**config.mk**
```make
export PLATFORM = sky130hd
export DESIGN_NAME = wdw_top
export DESIGN_NICKNAME = d
export VERILOG_FILES = /design/src/shared/wdw_pkg.sv /design/src/hw/wdw_top.sv /design/src/hw/wdw_axil_slave.sv
export VERILOG_INCLUDE_DIRS = /design/src /design/src/shared
export SDC_FILE = /design/constraint.sdc
export NUM_CORES = 1
export LEC_CHECK = 0
export ABC_AREA = 1
export BUFFER_PORTS_ARGS = -buffer_cell sky130_fd_sc_hd__buf_2
export CAP_MARGIN = 30
export CORE_ASPECT_RATIO = 0.8
export CORE_MARGIN = 2
export CORE_UTILIZATION = 50
export CTS_CLUSTER_DIAMETER = 200
export DETAILED_ROUTE_END_ITERATION = 6
export GPL_TIMING_DRIVEN = 0
export PLACE_DENSITY = 0.88
export SYNTH_ARGS = -nofsm -noshare
export SYNTH_HDL_FRONTEND = slang
export SYNTH_SLANG_ARGS = --single-unit
```
**constraint.sdc**
```tcl
create_clock -name aclk -period 5.1 [get_ports aclk]
set_clock_uncertainty 0.05 [all_clocks]
set_input_delay 1.02 -clock aclk [delete_from_list [all_inputs] [get_ports aclk]]
set_output_delay 1.02 -clock aclk [all_outputs]
set_load 0.05 [all_outputs]
```
**src/shared/wdw_defs.svh**
```systemverilog
// constants for the watchdog and wake-up block
`ifndef WDW_DEFS_SVH
`define WDW_DEFS_SVH
`define WDW_OFF_CTRL     32'h0000_0000
`define WDW_OFF_FLAGS    32'h0000_0004
`define WDW_OFF_WAKE     32'h0000_0008
`define WDW_OFF_STAT     32'h0000_000C
`define WDW_CTRL_POR     8'h53
`define WDW_FLAGS_POR    8'h00
`define WDW_WAKE_POR     8'h00
`define WDW_KEY_OFF      5'h15
`define WDW_KEY_ON       5'h0A
`define WDW_KEY_MSB      7
`define WDW_KEY_LSB      3
`define WDW_SEL_MSB      2
`define WDW_FLG_SYSCLK   7
`define WDW_FLG_RSV      3
`define WDW_FLG_LVR      2
`define WDW_FLG_KEY      0
`define WDW_STAT_TO      0
`define WDW_STAT_PDF     1
`define WDW_STAT_HALT    2
`define WDW_POW_BASE     4'h8
`define WDW_CNT_W        15
`define WDW_KEY_TICKS    2'h3
`define WDW_PA_W         8
`define WDW_IRQ_W        8
`define WDW_RESP_OKAY    2'h0
`define WDW_RESP_SLVERR  2'h2
`endif

```
**src/shared/wdw_pkg.sv**
```systemverilog
// types and helper functions for the watchdog and wake-up block
`default_nettype none
`include "wdw_defs.svh"
package wdw_pkg;
  typedef enum logic [0:0] {
    wdw_st_run  = 1'b0,
    wdw_st_halt = 1'b1
  } wdw_state_t;

  typedef struct packed {
    logic        en;
    logic [31:0] addr;
    logic [31:0] data;
    logic [3:0]  strb;
  } wdw_wreq_t;

  typedef struct packed {
    logic        en;
    logic [31:0] addr;
  } wdw_rreq_t;

  // true for any mapped register word
  function automatic logic wdw_addr_hit(input logic [31:0] a);
    return (a == `WDW_OFF_CTRL) || (a == `WDW_OFF_FLAGS) ||
           (a == `WDW_OFF_WAKE) || (a == `WDW_OFF_STAT);
  endfunction

  // last count before overflow for a period select code
  function automatic logic [`WDW_CNT_W-1:0] wdw_limit(input logic [2:0] sel);
    logic [`WDW_CNT_W:0] one;
    one = {{`WDW_CNT_W{1'b0}}, 1'b1} << ({1'b0, sel} + `WDW_POW_BASE);
    return one[`WDW_CNT_W-1:0] - {{(`WDW_CNT_W-1){1'b0}}, 1'b1};
  endfunction
endpackage
`default_nettype wire

```
**src/hw/wdw_top.sv**
```systemverilog
// watchdog timer with halt wake-up control and reset flags
`timescale 1ns/1ns
`default_nettype none
`include "wdw_defs.svh"
module wdw_top (
  input  wire logic                  aclk,
  input  wire logic                  aresetn,
  input  wire logic [31:0]           awaddr,
  input  wire logic                  awvalid,
  output logic                       awready,
  input  wire logic [31:0]           wdata,
  input  wire logic [3:0]            wstrb,
  input  wire logic                  wvalid,
  output logic                       wready,
  output logic [1:0]                 bresp,
  output logic                       bvalid,
  input  wire logic                  bready,
  input  wire logic [31:0]           araddr,
  input  wire logic                  arvalid,
  output logic                       arready,
  output logic [31:0]                rdata,
  output logic [1:0]                 rresp,
  output logic                       rvalid,
  input  wire logic                  rready,
  input  wire logic                  low_speed_internal_osc,
  input  wire logic                  ext_reset_pin_n,
  input  wire logic [`WDW_PA_W-1:0]  port_a_pins,
  input  wire logic                  clear_watchdog_instruction,
  input  wire logic                  halt_instruction,
  input  wire logic                  lvr_event,
  input  wire logic [`WDW_IRQ_W-1:0] irq_request,
  input  wire logic [`WDW_IRQ_W-1:0] irq_enable,
  input  wire logic                  stack_full,
  output logic                       device_reset,
  output logic                       pc_sp_reset,
  output logic                       wake,
  output logic                       resume_after_halt,
  output logic                       irq_entry,
  output logic                       halted,
  output logic                       idle_sysclk_keep,
  output logic                       timeout_status_flag,
  output logic                       power_down_flag
);
  import wdw_pkg::*;

  wdw_wreq_t                 wreq;
  wdw_rreq_t                 rreq;
  logic [31:0]               rd_data;
  wdw_state_t                state_ff;
  logic                      low_speed_internal_osc_s1_ff, low_speed_internal_osc_s2_ff, low_speed_internal_osc_s3_ff;
  logic                      rpin_s1_ff, rpin_s2_ff;
  logic [`WDW_PA_W-1:0]      pa_s1_ff, pa_s2_ff, pa_s3_ff;
  logic [7:0]                ctrl_ff;
  logic [`WDW_PA_W-1:0]      port_a_wake_enable_ff;
  logic [`WDW_IRQ_W-1:0]     irq_pre_ff;
  logic [`WDW_CNT_W-1:0]     cnt_ff;
  logic [1:0]                key_cnt_ff;
  logic                      rsv_ff, low_voltage_reset_flag_ff, key_reset_flag_ff;
  logic                      sysclk_keep_ff, to_ff, pdf_ff, halted_ff;
  logic                      dev_rst_ff, pcsp_ff, wake_ff, resume_ff;
  logic                      irq_entry_ff;
  logic                      tick, ext_low, wdt_on, key_bad, key_fire;
  logic                      ovf, in_halt, pa_any, irq_any, irq_service;
  logic                      wr_ctrl, wr_flags, wr_wake, quiet;
  logic [`WDW_IRQ_W-1:0]     irq_new;

  wdw_axil_slave u_slave (
    .aclk    (aclk),
    .aresetn (aresetn),
    .awaddr  (awaddr),
    .awvalid (awvalid),
    .awready (awready),
    .wdata   (wdata),
    .wstrb   (wstrb),
    .wvalid  (wvalid),
    .wready  (wready),
    .bresp   (bresp),
    .bvalid  (bvalid),
    .bready  (bready),
    .araddr  (araddr),
    .arvalid (arvalid),
    .arready (arready),
    .rdata   (rdata),
    .rresp   (rresp),
    .rvalid  (rvalid),
    .rready  (rready),
    .wreq    (wreq),
    .rreq    (rreq),
    .rd_data (rd_data)
  );

  // pin synchronisers, third stage only for edge detection
  always_ff @(posedge aclk) begin
    if (!aresetn) begin
      low_speed_internal_osc_s1_ff <= 1'b0;
      low_speed_internal_osc_s2_ff <= 1'b0;
      low_speed_internal_osc_s3_ff <= 1'b0;
      rpin_s1_ff <= 1'b1;
      rpin_s2_ff <= 1'b1;
      pa_s1_ff   <= {`WDW_PA_W{1'b1}};
      pa_s2_ff   <= {`WDW_PA_W{1'b1}};
      pa_s3_ff   <= {`WDW_PA_W{1'b1}};
    end else begin
      low_speed_internal_osc_s1_ff <= low_speed_internal_osc;
      low_speed_internal_osc_s2_ff <= low_speed_internal_osc_s1_ff;
      low_speed_internal_osc_s3_ff <= low_speed_internal_osc_s2_ff;
      rpin_s1_ff <= ext_reset_pin_n;
      rpin_s2_ff <= rpin_s1_ff;
      pa_s1_ff   <= port_a_pins;
      pa_s2_ff   <= pa_s1_ff;
      pa_s3_ff   <= pa_s2_ff;
    end
  end

  // decoded events
  assign tick     = low_speed_internal_osc_s2_ff && !low_speed_internal_osc_s3_ff;
  assign ext_low  = !rpin_s2_ff;
  assign in_halt  = (state_ff == wdw_st_halt);
  assign wdt_on   = (ctrl_ff[`WDW_KEY_MSB:`WDW_KEY_LSB] == `WDW_KEY_ON);
  assign key_bad  = !wdt_on &&
                    (ctrl_ff[`WDW_KEY_MSB:`WDW_KEY_LSB] != `WDW_KEY_OFF);
  assign key_fire = key_bad && tick &&
                    (key_cnt_ff == `WDW_KEY_TICKS - 2'h1);
  assign quiet    = !ext_low && !clear_watchdog_instruction &&
                    !halt_instruction && !key_fire;
  assign ovf      = wdt_on && tick && quiet &&
                    (cnt_ff == wdw_limit(ctrl_ff[`WDW_SEL_MSB:0]));
  assign pa_any   = |(pa_s3_ff & ~pa_s2_ff & port_a_wake_enable_ff);
  assign irq_new  = irq_request & ~irq_pre_ff;
  assign irq_any  = |irq_new;
  assign irq_service = (|(irq_new & irq_enable)) && !stack_full;

  // register write strobes, low byte lane only
  assign wr_ctrl  = wreq.en && wreq.strb[0] && wreq.addr == `WDW_OFF_CTRL;
  assign wr_flags = wreq.en && wreq.strb[0] && wreq.addr == `WDW_OFF_FLAGS;
  assign wr_wake  = wreq.en && wreq.strb[0] && wreq.addr == `WDW_OFF_WAKE;

  // control register, reloaded by any full device reset
  always_ff @(posedge aclk) begin
    if (!aresetn) begin
      ctrl_ff <= `WDW_CTRL_POR;
    end else if (ext_low || key_fire || (ovf && !in_halt)) begin
      ctrl_ff <= `WDW_CTRL_POR;
    end else if (wr_ctrl) begin
      ctrl_ff <= wreq.data[7:0];
    end
  end

  // slow ticks seen while the key holds an illegal value
  always_ff @(posedge aclk) begin
    if (!aresetn) begin
      key_cnt_ff <= 2'h0;
    end else if (!key_bad) begin
      key_cnt_ff <= 2'h0;
    end else if (tick) begin
      key_cnt_ff <= key_cnt_ff + 2'h1;
    end
  end

  // watchdog counter
  always_ff @(posedge aclk) begin
    if (!aresetn) begin
      cnt_ff <= {`WDW_CNT_W{1'b0}};
    end else if (!quiet || ovf || !wdt_on) begin
      cnt_ff <= {`WDW_CNT_W{1'b0}};
    end else if (tick) begin
      cnt_ff <= cnt_ff + {{(`WDW_CNT_W-1){1'b0}}, 1'b1};
    end
  end

  // halt state and snapshot of pending requests
  always_ff @(posedge aclk) begin
    if (!aresetn) begin
      state_ff   <= wdw_st_run;
      halted_ff  <= 1'b0;
      irq_pre_ff <= {`WDW_IRQ_W{1'b0}};
    end else begin
      unique case (state_ff)
        wdw_st_run: begin
          if (halt_instruction && !ext_low) begin
            state_ff   <= wdw_st_halt;
            halted_ff  <= 1'b1;
            irq_pre_ff <= irq_request;
          end
        end
        wdw_st_halt: begin
          if (ext_low || ovf || pa_any || irq_any) begin
            state_ff  <= wdw_st_run;
            halted_ff <= 1'b0;
          end
        end
      endcase
    end
  end

  // reset and wake outputs, one cycle pulses, except device_reset, which stays high while the reset pin is low
  always_ff @(posedge aclk) begin
    if (!aresetn) begin
      dev_rst_ff   <= 1'b0;
      pcsp_ff      <= 1'b0;
      wake_ff      <= 1'b0;
      resume_ff    <= 1'b0;
      irq_entry_ff <= 1'b0;
    end else begin
      dev_rst_ff   <= ext_low || key_fire || (ovf && !in_halt);
      pcsp_ff      <= ovf && in_halt && !ext_low;
      wake_ff      <= in_halt && (ext_low || ovf || pa_any || irq_any);
      resume_ff    <= in_halt && !ext_low && !ovf &&
                      (pa_any || (irq_any && !irq_service));
      irq_entry_ff <= in_halt && !ext_low && !ovf && !pa_any &&
                      irq_service;
    end
  end

  // timeout and power-down status, set wins over clear
  always_ff @(posedge aclk) begin
    if (!aresetn) begin
      to_ff  <= 1'b0;
      pdf_ff <= 1'b0;
    end else begin
      if (ovf) begin
        to_ff <= 1'b1;
      end else if (clear_watchdog_instruction || halt_instruction) begin
        to_ff <= 1'b0;
      end
      if (halt_instruction && !in_halt) begin
        pdf_ff <= 1'b1;
      end else if (clear_watchdog_instruction) begin
        pdf_ff <= 1'b0;
      end
    end
  end

  // shared flag register
  always_ff @(posedge aclk) begin
    if (!aresetn) begin
      sysclk_keep_ff    <= 1'(`WDW_FLAGS_POR >> `WDW_FLG_SYSCLK);
      rsv_ff            <= 1'b0;
      low_voltage_reset_flag_ff           <= 1'b0;
      key_reset_flag_ff <= 1'b0;
    end else begin
      if (wr_flags) begin
        sysclk_keep_ff <= wreq.data[`WDW_FLG_SYSCLK];
        rsv_ff         <= wreq.data[`WDW_FLG_RSV];
      end
      if (lvr_event) begin
        low_voltage_reset_flag_ff <= 1'b1;
      end else if (wr_flags && !wreq.data[`WDW_FLG_LVR]) begin
        low_voltage_reset_flag_ff <= 1'b0;
      end
      if (key_fire) begin
        key_reset_flag_ff <= 1'b1;
      end else if (wr_flags && !wreq.data[`WDW_FLG_KEY]) begin
        key_reset_flag_ff <= 1'b0;
      end
    end
  end

  // port a wake enables
  always_ff @(posedge aclk) begin
    if (!aresetn) begin
      port_a_wake_enable_ff <= `WDW_WAKE_POR;
    end else if (wr_wake) begin
      port_a_wake_enable_ff <= wreq.data[`WDW_PA_W-1:0];
    end
  end

  // read data mux, unused bits zero
  always_comb begin
    rd_data = 32'h0000_0000;
    if (rreq.addr == `WDW_OFF_CTRL) begin
      rd_data[7:0] = ctrl_ff;
    end else if (rreq.addr == `WDW_OFF_FLAGS) begin
      rd_data[`WDW_FLG_SYSCLK] = sysclk_keep_ff;
      rd_data[`WDW_FLG_RSV]    = rsv_ff;
      rd_data[`WDW_FLG_LVR]    = low_voltage_reset_flag_ff;
      rd_data[`WDW_FLG_KEY]    = key_reset_flag_ff;
    end else if (rreq.addr == `WDW_OFF_WAKE) begin
      rd_data[`WDW_PA_W-1:0] = port_a_wake_enable_ff;
    end else if (rreq.addr == `WDW_OFF_STAT) begin
      rd_data[`WDW_STAT_TO]   = to_ff;
      rd_data[`WDW_STAT_PDF]  = pdf_ff;
      rd_data[`WDW_STAT_HALT] = halted_ff;
    end
  end

  assign device_reset        = dev_rst_ff;
  assign pc_sp_reset         = pcsp_ff;
  assign wake                = wake_ff;
  assign resume_after_halt   = resume_ff;
  assign irq_entry           = irq_entry_ff;
  assign halted              = halted_ff;
  assign idle_sysclk_keep    = sysclk_keep_ff;
  assign timeout_status_flag = to_ff;
  assign power_down_flag     = pdf_ff;

  // helper: slow ticks since the key went illegal
  logic [2:0] bad_ticks_ff;
  always_ff @(posedge aclk) begin
    if (!aresetn || !key_bad) begin
      bad_ticks_ff <= 3'h0;
    end else if (tick && bad_ticks_ff != 3'h7) begin
      bad_ticks_ff <= bad_ticks_ff + 3'h1;
    end
  end

  property p_key_delay;
    @(posedge aclk) disable iff (!aresetn)
    key_bad && tick && !device_reset |-> ##1
      (device_reset == (bad_ticks_ff == 3'h3));
  endproperty
  a_key_delay: assert property (p_key_delay)
    else $error("illegal key reset not on third slow tick");

  property p_key_flag;
    @(posedge aclk) disable iff (!aresetn)
    key_fire |=> device_reset && key_reset_flag_ff ##1 wdt_on;
  endproperty
  a_key_flag: assert property (p_key_flag)
    else $error("key reset did not flag and restore control");

  property p_wrf_no_set;
    @(posedge aclk) disable iff (!aresetn)
    !key_reset_flag_ff && !key_fire |=> !key_reset_flag_ff;
  endproperty
  a_wrf_no_set: assert property (p_wrf_no_set)
    else $error("key reset flag set without illegal key");

  property p_lvr_no_set;
    @(posedge aclk) disable iff (!aresetn)
    !low_voltage_reset_flag_ff && !lvr_event |=> !low_voltage_reset_flag_ff;
  endproperty
  a_lvr_no_set: assert property (p_lvr_no_set)
    else $error("low voltage flag set by software");

  property p_ovf_run;
    @(posedge aclk) disable iff (!aresetn)
    ovf && !halted_ff |=> device_reset && timeout_status_flag &&
                          !pc_sp_reset;
  endproperty
  a_ovf_run: assert property (p_ovf_run)
    else $error("running overflow did not reset device");

  property p_ovf_halt;
    @(posedge aclk) disable iff (!aresetn)
    ovf && halted_ff && !ext_low |=> pc_sp_reset && !device_reset &&
                                     timeout_status_flag && !halted_ff;
  endproperty
  a_ovf_halt: assert property (p_ovf_halt)
    else $error("halted overflow gave wrong reset");

  property p_clear;
    @(posedge aclk) disable iff (!aresetn)
    clear_watchdog_instruction |=> cnt_ff == '0 && !power_down_flag;
  endproperty
  a_clear: assert property (p_clear)
    else $error("clear instruction did not restart count");

  property p_halt_entry;
    @(posedge aclk) disable iff (!aresetn)
    halt_instruction && !halted_ff && !ext_low |=> halted_ff &&
      power_down_flag && !timeout_status_flag && cnt_ff == '0;
  endproperty
  a_halt_entry: assert property (p_halt_entry)
    else $error("halt entry state wrong");

  property p_pa_wake;
    @(posedge aclk) disable iff (!aresetn)
    halted_ff && pa_any && !ext_low && !ovf |=> resume_after_halt &&
                                               wake && !irq_entry;
  endproperty
  a_pa_wake: assert property (p_pa_wake)
    else $error("port a wake did not resume");

  property p_old_irq;
    @(posedge aclk) disable iff (!aresetn)
    halted_ff && irq_request == irq_pre_ff && !pa_any && !ext_low &&
    !ovf |=> !wake && halted_ff;
  endproperty
  a_old_irq: assert property (p_old_irq)
    else $error("stale request woke the device");
endmodule
`default_nettype wire

```
**src/hw/wdw_axil_slave.sv**
```systemverilog
// axi4-lite slave front end for the watchdog registers
`timescale 1ns/1ns
`default_nettype none
`include "wdw_defs.svh"
module wdw_axil_slave (
  input  wire logic              aclk,
  input  wire logic              aresetn,
  input  wire logic [31:0]       awaddr,
  input  wire logic              awvalid,
  output logic                   awready,
  input  wire logic [31:0]       wdata,
  input  wire logic [3:0]        wstrb,
  input  wire logic              wvalid,
  output logic                   wready,
  output logic [1:0]             bresp,
  output logic                   bvalid,
  input  wire logic              bready,
  input  wire logic [31:0]       araddr,
  input  wire logic              arvalid,
  output logic                   arready,
  output logic [31:0]            rdata,
  output logic [1:0]             rresp,
  output logic                   rvalid,
  input  wire logic              rready,
  output wdw_pkg::wdw_wreq_t     wreq,
  output wdw_pkg::wdw_rreq_t     rreq,
  input  wire logic [31:0]       rd_data
);
  import wdw_pkg::*;

  logic        awready_ff, wready_ff, bvalid_ff, arready_ff, rvalid_ff;
  logic [31:0] aw_addr_ff, w_data_ff, rdata_ff;
  logic [3:0]  w_strb_ff;
  logic [1:0]  bresp_ff, rresp_ff;
  logic        do_write;

  // both halves held and no response outstanding
  assign do_write = !awready_ff && !wready_ff && !bvalid_ff;

  // write address channel
  always_ff @(posedge aclk) begin
    if (!aresetn) begin
      awready_ff <= 1'b1;
      aw_addr_ff <= 32'h0000_0000;
    end else if (awvalid && awready_ff) begin
      awready_ff <= 1'b0;
      aw_addr_ff <= awaddr;
    end else if (bvalid_ff && bready) begin
      awready_ff <= 1'b1;
    end
  end

  // write data channel
  always_ff @(posedge aclk) begin
    if (!aresetn) begin
      wready_ff <= 1'b1;
      w_data_ff <= 32'h0000_0000;
      w_strb_ff <= 4'h0;
    end else if (wvalid && wready_ff) begin
      wready_ff <= 1'b0;
      w_data_ff <= wdata;
      w_strb_ff <= wstrb;
    end else if (bvalid_ff && bready) begin
      wready_ff <= 1'b1;
    end
  end

  // write response, error for unmapped words
  always_ff @(posedge aclk) begin
    if (!aresetn) begin
      bvalid_ff <= 1'b0;
      bresp_ff  <= `WDW_RESP_OKAY;
    end else if (do_write) begin
      bvalid_ff <= 1'b1;
      bresp_ff  <= wdw_addr_hit(aw_addr_ff) ? `WDW_RESP_OKAY
                                            : `WDW_RESP_SLVERR;
    end else if (bvalid_ff && bready) begin
      bvalid_ff <= 1'b0;
    end
  end

  // read channel, data registered one cycle after the address
  always_ff @(posedge aclk) begin
    if (!aresetn) begin
      arready_ff <= 1'b1;
      rvalid_ff  <= 1'b0;
      rdata_ff   <= 32'h0000_0000;
      rresp_ff   <= `WDW_RESP_OKAY;
    end else if (arvalid && arready_ff) begin
      arready_ff <= 1'b0;
      rvalid_ff  <= 1'b1;
      rdata_ff   <= wdw_addr_hit(araddr) ? rd_data : 32'h0000_0000;
      rresp_ff   <= wdw_addr_hit(araddr) ? `WDW_RESP_OKAY
                                         : `WDW_RESP_SLVERR;
    end else if (rvalid_ff && rready) begin
      arready_ff <= 1'b1;
      rvalid_ff  <= 1'b0;
    end
  end

  // register-side strobes
  assign wreq.en   = do_write && wdw_addr_hit(aw_addr_ff);
  assign wreq.addr = aw_addr_ff;
  assign wreq.data = w_data_ff;
  assign wreq.strb = w_strb_ff;
  assign rreq.en   = arvalid && arready_ff;
  assign rreq.addr = araddr;

  assign awready = awready_ff;
  assign wready  = wready_ff;
  assign bvalid  = bvalid_ff;
  assign bresp   = bresp_ff;
  assign arready = arready_ff;
  assign rvalid  = rvalid_ff;
  assign rdata   = rdata_ff;
  assign rresp   = rresp_ff;
endmodule
`default_nettype wire

```
==> flow_metrics.env <==
export IMPL_synth_seq_area_share=0.464
export IMPL_worst_ep_required_time_ns=5.33
export IMPL_cts_setup_buffers=0
export IMPL_min_period_over_period=0.474
export IMPL_route_detailed_drc=0
export IMPL_floorplan_core_area_um2=11600
export IMPL_fin_setup_tns_ns=0
export IMPL_drive_above_1_share=0.230
export IMPL_dr_first_iter_drc_count=494
export IMPL_core_rowCount=35
export IMPL_detail_route_wirelength_mm=14.5
export IMPL_tightestPinTransition_ns=0.688
export IMPL_track_usage=0.224
export IMPL_min_period_ns=2.42
export IMPL_syn_area_um2=6000
export IMPL_dpl_hpwl_mm=10.6
export IMPL_cell_type_with_the_largest_total_area_after_synthesis="dfxtp_1"
export IMPL_worst_r2r_cell_count=8
export IMPL_cp_start_kind="primary input"
export IMPL_initial_core_util=0.517
export IMPL_power_per_cell_area_nw_per_um2=355
export IMPL_synth_seq_cells=139
export IMPL_power_share_clock=0.454
export IMPL_timing_hold_ws_ns=0.360
export IMPL_cts_sinks=139
export IMPL_netSwitchingFraction=0.255
export IMPL_die_height_um=102
export IMPL_critical_path_cell_chain="buf_2, nor2_1, inv_1, nor3_1, nand3_1, nor2_2, inv_1, o21ai_0, nor2_1, nand2_1, a21oi_1"
export IMPL_max_cap_viols=0
export IMPL_layoutNonFillerInstCount=1160
export IMPL_run_status="finished clean"
export IMPL_synthTopCellsByArea="dfxtp_1 (46%), nor2_1 (11%), nand2_1 (8.1%)"
export IMPL_timing_critical_path_to_type="flop"
export IMPL_route_detailed_wl_per_inst_um=12.5
export IMPL_clock_fmax_mhz=414
export IMPL_critical_path_max_stage_delay_ns=0.30
export IMPL_critical_path_arrival_ns=2.65
export IMPL_timing_slew_headroom=0.541
export IMPL_grt_first_pass_wirelength_mm=23.0
export IMPL_rsz_0062_raised_after_global_routing="false"
export IMPL_synth_top_cell_area_share=0.464
export IMPL_placement_io_buffers=132
export IMPL_via_count_of_the_first_global_routing_pass=5062
export IMPL_maximum_net_fanout_on_the_critical_path=8
export IMPL_timing_reg2reg_setup_slack_ns=3.10
export IMPL_final_count_of_hold_timing_violations=0
export IMPL_clkSlewWorstSetupHoldPaths_ns=0.06
export IMPL_area_growth_synth_to_final_pct=25.4
export IMPL_critPathTopFamily="simple AND/OR/NAND/NOR gates"
export IMPL_design_die_area_um2=12900
export IMPL_routed_via_count=5746
export IMPL_synth_edff_count=0
export IMPL_p_sw_mw=0.681
export IMPL_place_detailed_instances=1129
export IMPL_cts_tree="done"
export IMPL_yosysWarnings=0
export IMPL_clockRootBuffer="clkbuf_16"
export IMPL_htreeDepth=4
export IMPL_syn_mean_instance_area_um2=7.29
export IMPL_pin_count_of_the_biggest_net_entering_global_routing=17
export IMPL_cts_buffers_inserted=17
export IMPL_count_of_nets_left_with_antenna_violations_after_detail_routing=0
export IMPL_worst_hold_path_endpoint="pa_s2_ff[3]"
export IMPL_synth_commonest_cells="nor2_1 (180), dfxtp_1 (139), nand2_1 (129), inv_1 (77), o21ai_0 (67)"
export IMPL_routed_via_density=4.95
export IMPL_synthMostInstantiatedCell="nor2_1"
export IMPL_antenna_found_initial=0
export IMPL_cts_repair_resize_count=0
export IMPL_initial_drt_pass_iterations=5
export IMPL_maxSlewViolCount=0
export IMPL_crit_reg2reg_capture="cnt_ff[9]"
export IMPL_synthCells=824
export IMPL_clock_insertion_delay_worst_skew_ns=0.42
export IMPL_synth_lib_cells_used_distinct=35
export IMPL_cts_buffer_depth=2
export IMPL_setup_worst_path_class="in -> reg"
export IMPL_min_path_cells=1
export IMPL_min_path_type="reg -> reg"
export IMPL_crit_buf_inv=3
export IMPL_critPathSlowestCell="nor2_2"
export IMPL_combPwrFrac=0.110
export IMPL_antenna_cells=0
export IMPL_reg2reg_from="low_speed_internal_osc_s2_ff"
export IMPL_ys_async_sr_fraction=0
export IMPL_ctsHoldBuffers=0
export IMPL_maximum_vdd_ir_drop_uv=273
export IMPL_num_io_pins=187
export IMPL_internal_power_mw=1.99
export IMPL_share_seq_of_total_power=0.436
export IMPL_final_setup_violation_count=0
export IMPL_static_leakage_power_nw=3.55
export IMPL_place_gp_congestion=0.936
export IMPL_synth_top_flop_cell="dfxtp_1"
export IMPL_holdCritStartpoint="pa_s1_ff[3]"
export IMPL_finalNetCount=1139
export IMPL_chipWidth_um=127
export IMPL_global_route_overflow_total=0
==> worst register-to-register path: cells and delay by family (launching register included) <==
kind,cells,cell delay (ns)
AO/OA/AOI/OAI,2,0.56
buffers and inverters,2,0.34
flip-flops,1,0.33
AND/OR/NAND/NOR,4,0.60
==> metrics by stage <==
stage          area [um2]  utilization  total power [mW]  worst slack, ns
2_1_floorplan        6100            -              1.39             2.82
6_report             7530        0.649              2.68             2.68
3_3_place_gp         6940        0.598              1.47             2.34
4_1_cts              7530        0.649              2.68             2.75
3_5_place_dp         6940        0.598              1.48             2.32
5_1_grt              7530        0.649              2.77             2.45
==> flip-flops by register name, summed over array words and instances (netlist names), 2 cells and up <==
signal,count
u_slave.aw_addr_ff,32
cnt_ff,15
ctrl_ff,8
irq_pre_ff,8
pa_s1_ff,8
pa_s2_ff,8
pa_s3_ff,8
port_a_wake_enable_ff,8
u_slave.rdata,8
u_slave.w_data_ff,8
key_cnt_ff,2
==> cell type report <==
cell class | count | area [um2]
fill | 986 | 4080
sequential | 139 | 2780
multi-input combinational | 580 | 2710
timing repair buffer | 132 | 661
clock buffer | 21 | 470
buffer | 52 | 312
inverter | 78 | 293
tap | 148 | 185
clock inverter | 10 | 115
==> routing by layer <==
layer,up-vias,share of wire,GRT usage
li1,2927,-,-
met1,2552,0.45,0.288
met2,230,0.43,0.363
met3,37,0.085,0.0487
met4,0,0.027,0.110
met5,-,0,0
==> power groups by stage <==
stage	Combinational, mW	Clock (mW)	Sequential [mW]
2_1_floorplan	0.186	0	1.20
4_1_cts	0.294	1.22	1.16
5_1_grt	0.325	1.28	1.17
6_report	0.294	1.22	1.17
3_5_place_dp	0.291	0	1.19
3_3_place_gp	0.286	0	1.19
==> logic make-up (layout without fill, tap and decap cells) <==
kind of cell | after synthesis | in the layout | share of synthesized area
buf+inv | 130 | 293 | 0.101
flops | 139 | 139 | 0.464
compound gates | 118 | 118 | 0.105
xor+xnor | 14 | 14 | 0.0204
other cells | 1 | 26 | 0.000625
simple gates | 420 | 420 | 0.306
fa+ha+maj | 2 | 2 | 0.00417
==> cell usage in the layout, fill, tap and decap left out, drive strengths merged <==
| master | instances |
|---|---|
| nor2 | 190 |
| buf | 162 |
| dfxtp | 139 |
| nand2 | 135 |
| inv | 79 |
| o21ai | 68 |
| nand3 | 43 |
| clkbuf | 43 |
| a21oi | 37 |
| conb | 26 |
| or2 | 21 |
| nand4 | 15 |
| nor3 | 13 |
| xor2 | 11 |
| clkinv | 4 |
| o211ai | 3 |
| a31oi | 3 |
| xnor2 | 3 |
| clkinvlp | 3 |
| o2111ai | 2 |
| o21bai | 2 |
| nor3b | 2 |
| ha | 2 |
| bufinv | 2 |
| and3 | 1 |
| a21boi | 1 |
| a41oi | 1 |
| o22ai | 1 |
==> worst max-delay path by stage <==
| stage | from | end | slack (ns) | cells past startpoint |
|---|---|---|---|---|
| 6_report | araddr[0] | u_slave.rdata[0] | 2.68 | 11 |
| 5_1_grt | araddr[0] | u_slave.rdata[0] | 2.45 | 11 |
| 4_1_cts | araddr[0] | u_slave.rdata[0] | 2.75 | 11 |
| 3_5_place_dp | araddr[0] | u_slave.rdata[0] | 2.32 | 11 |
| 3_3_place_gp | araddr[0] | u_slave.rdata[0] | 2.34 | 11 |
| 2_1_floorplan | araddr[1] | u_slave.rdata[0] | 2.82 | 10 |
Note: power is estimated with default switching activity, not from simulation.
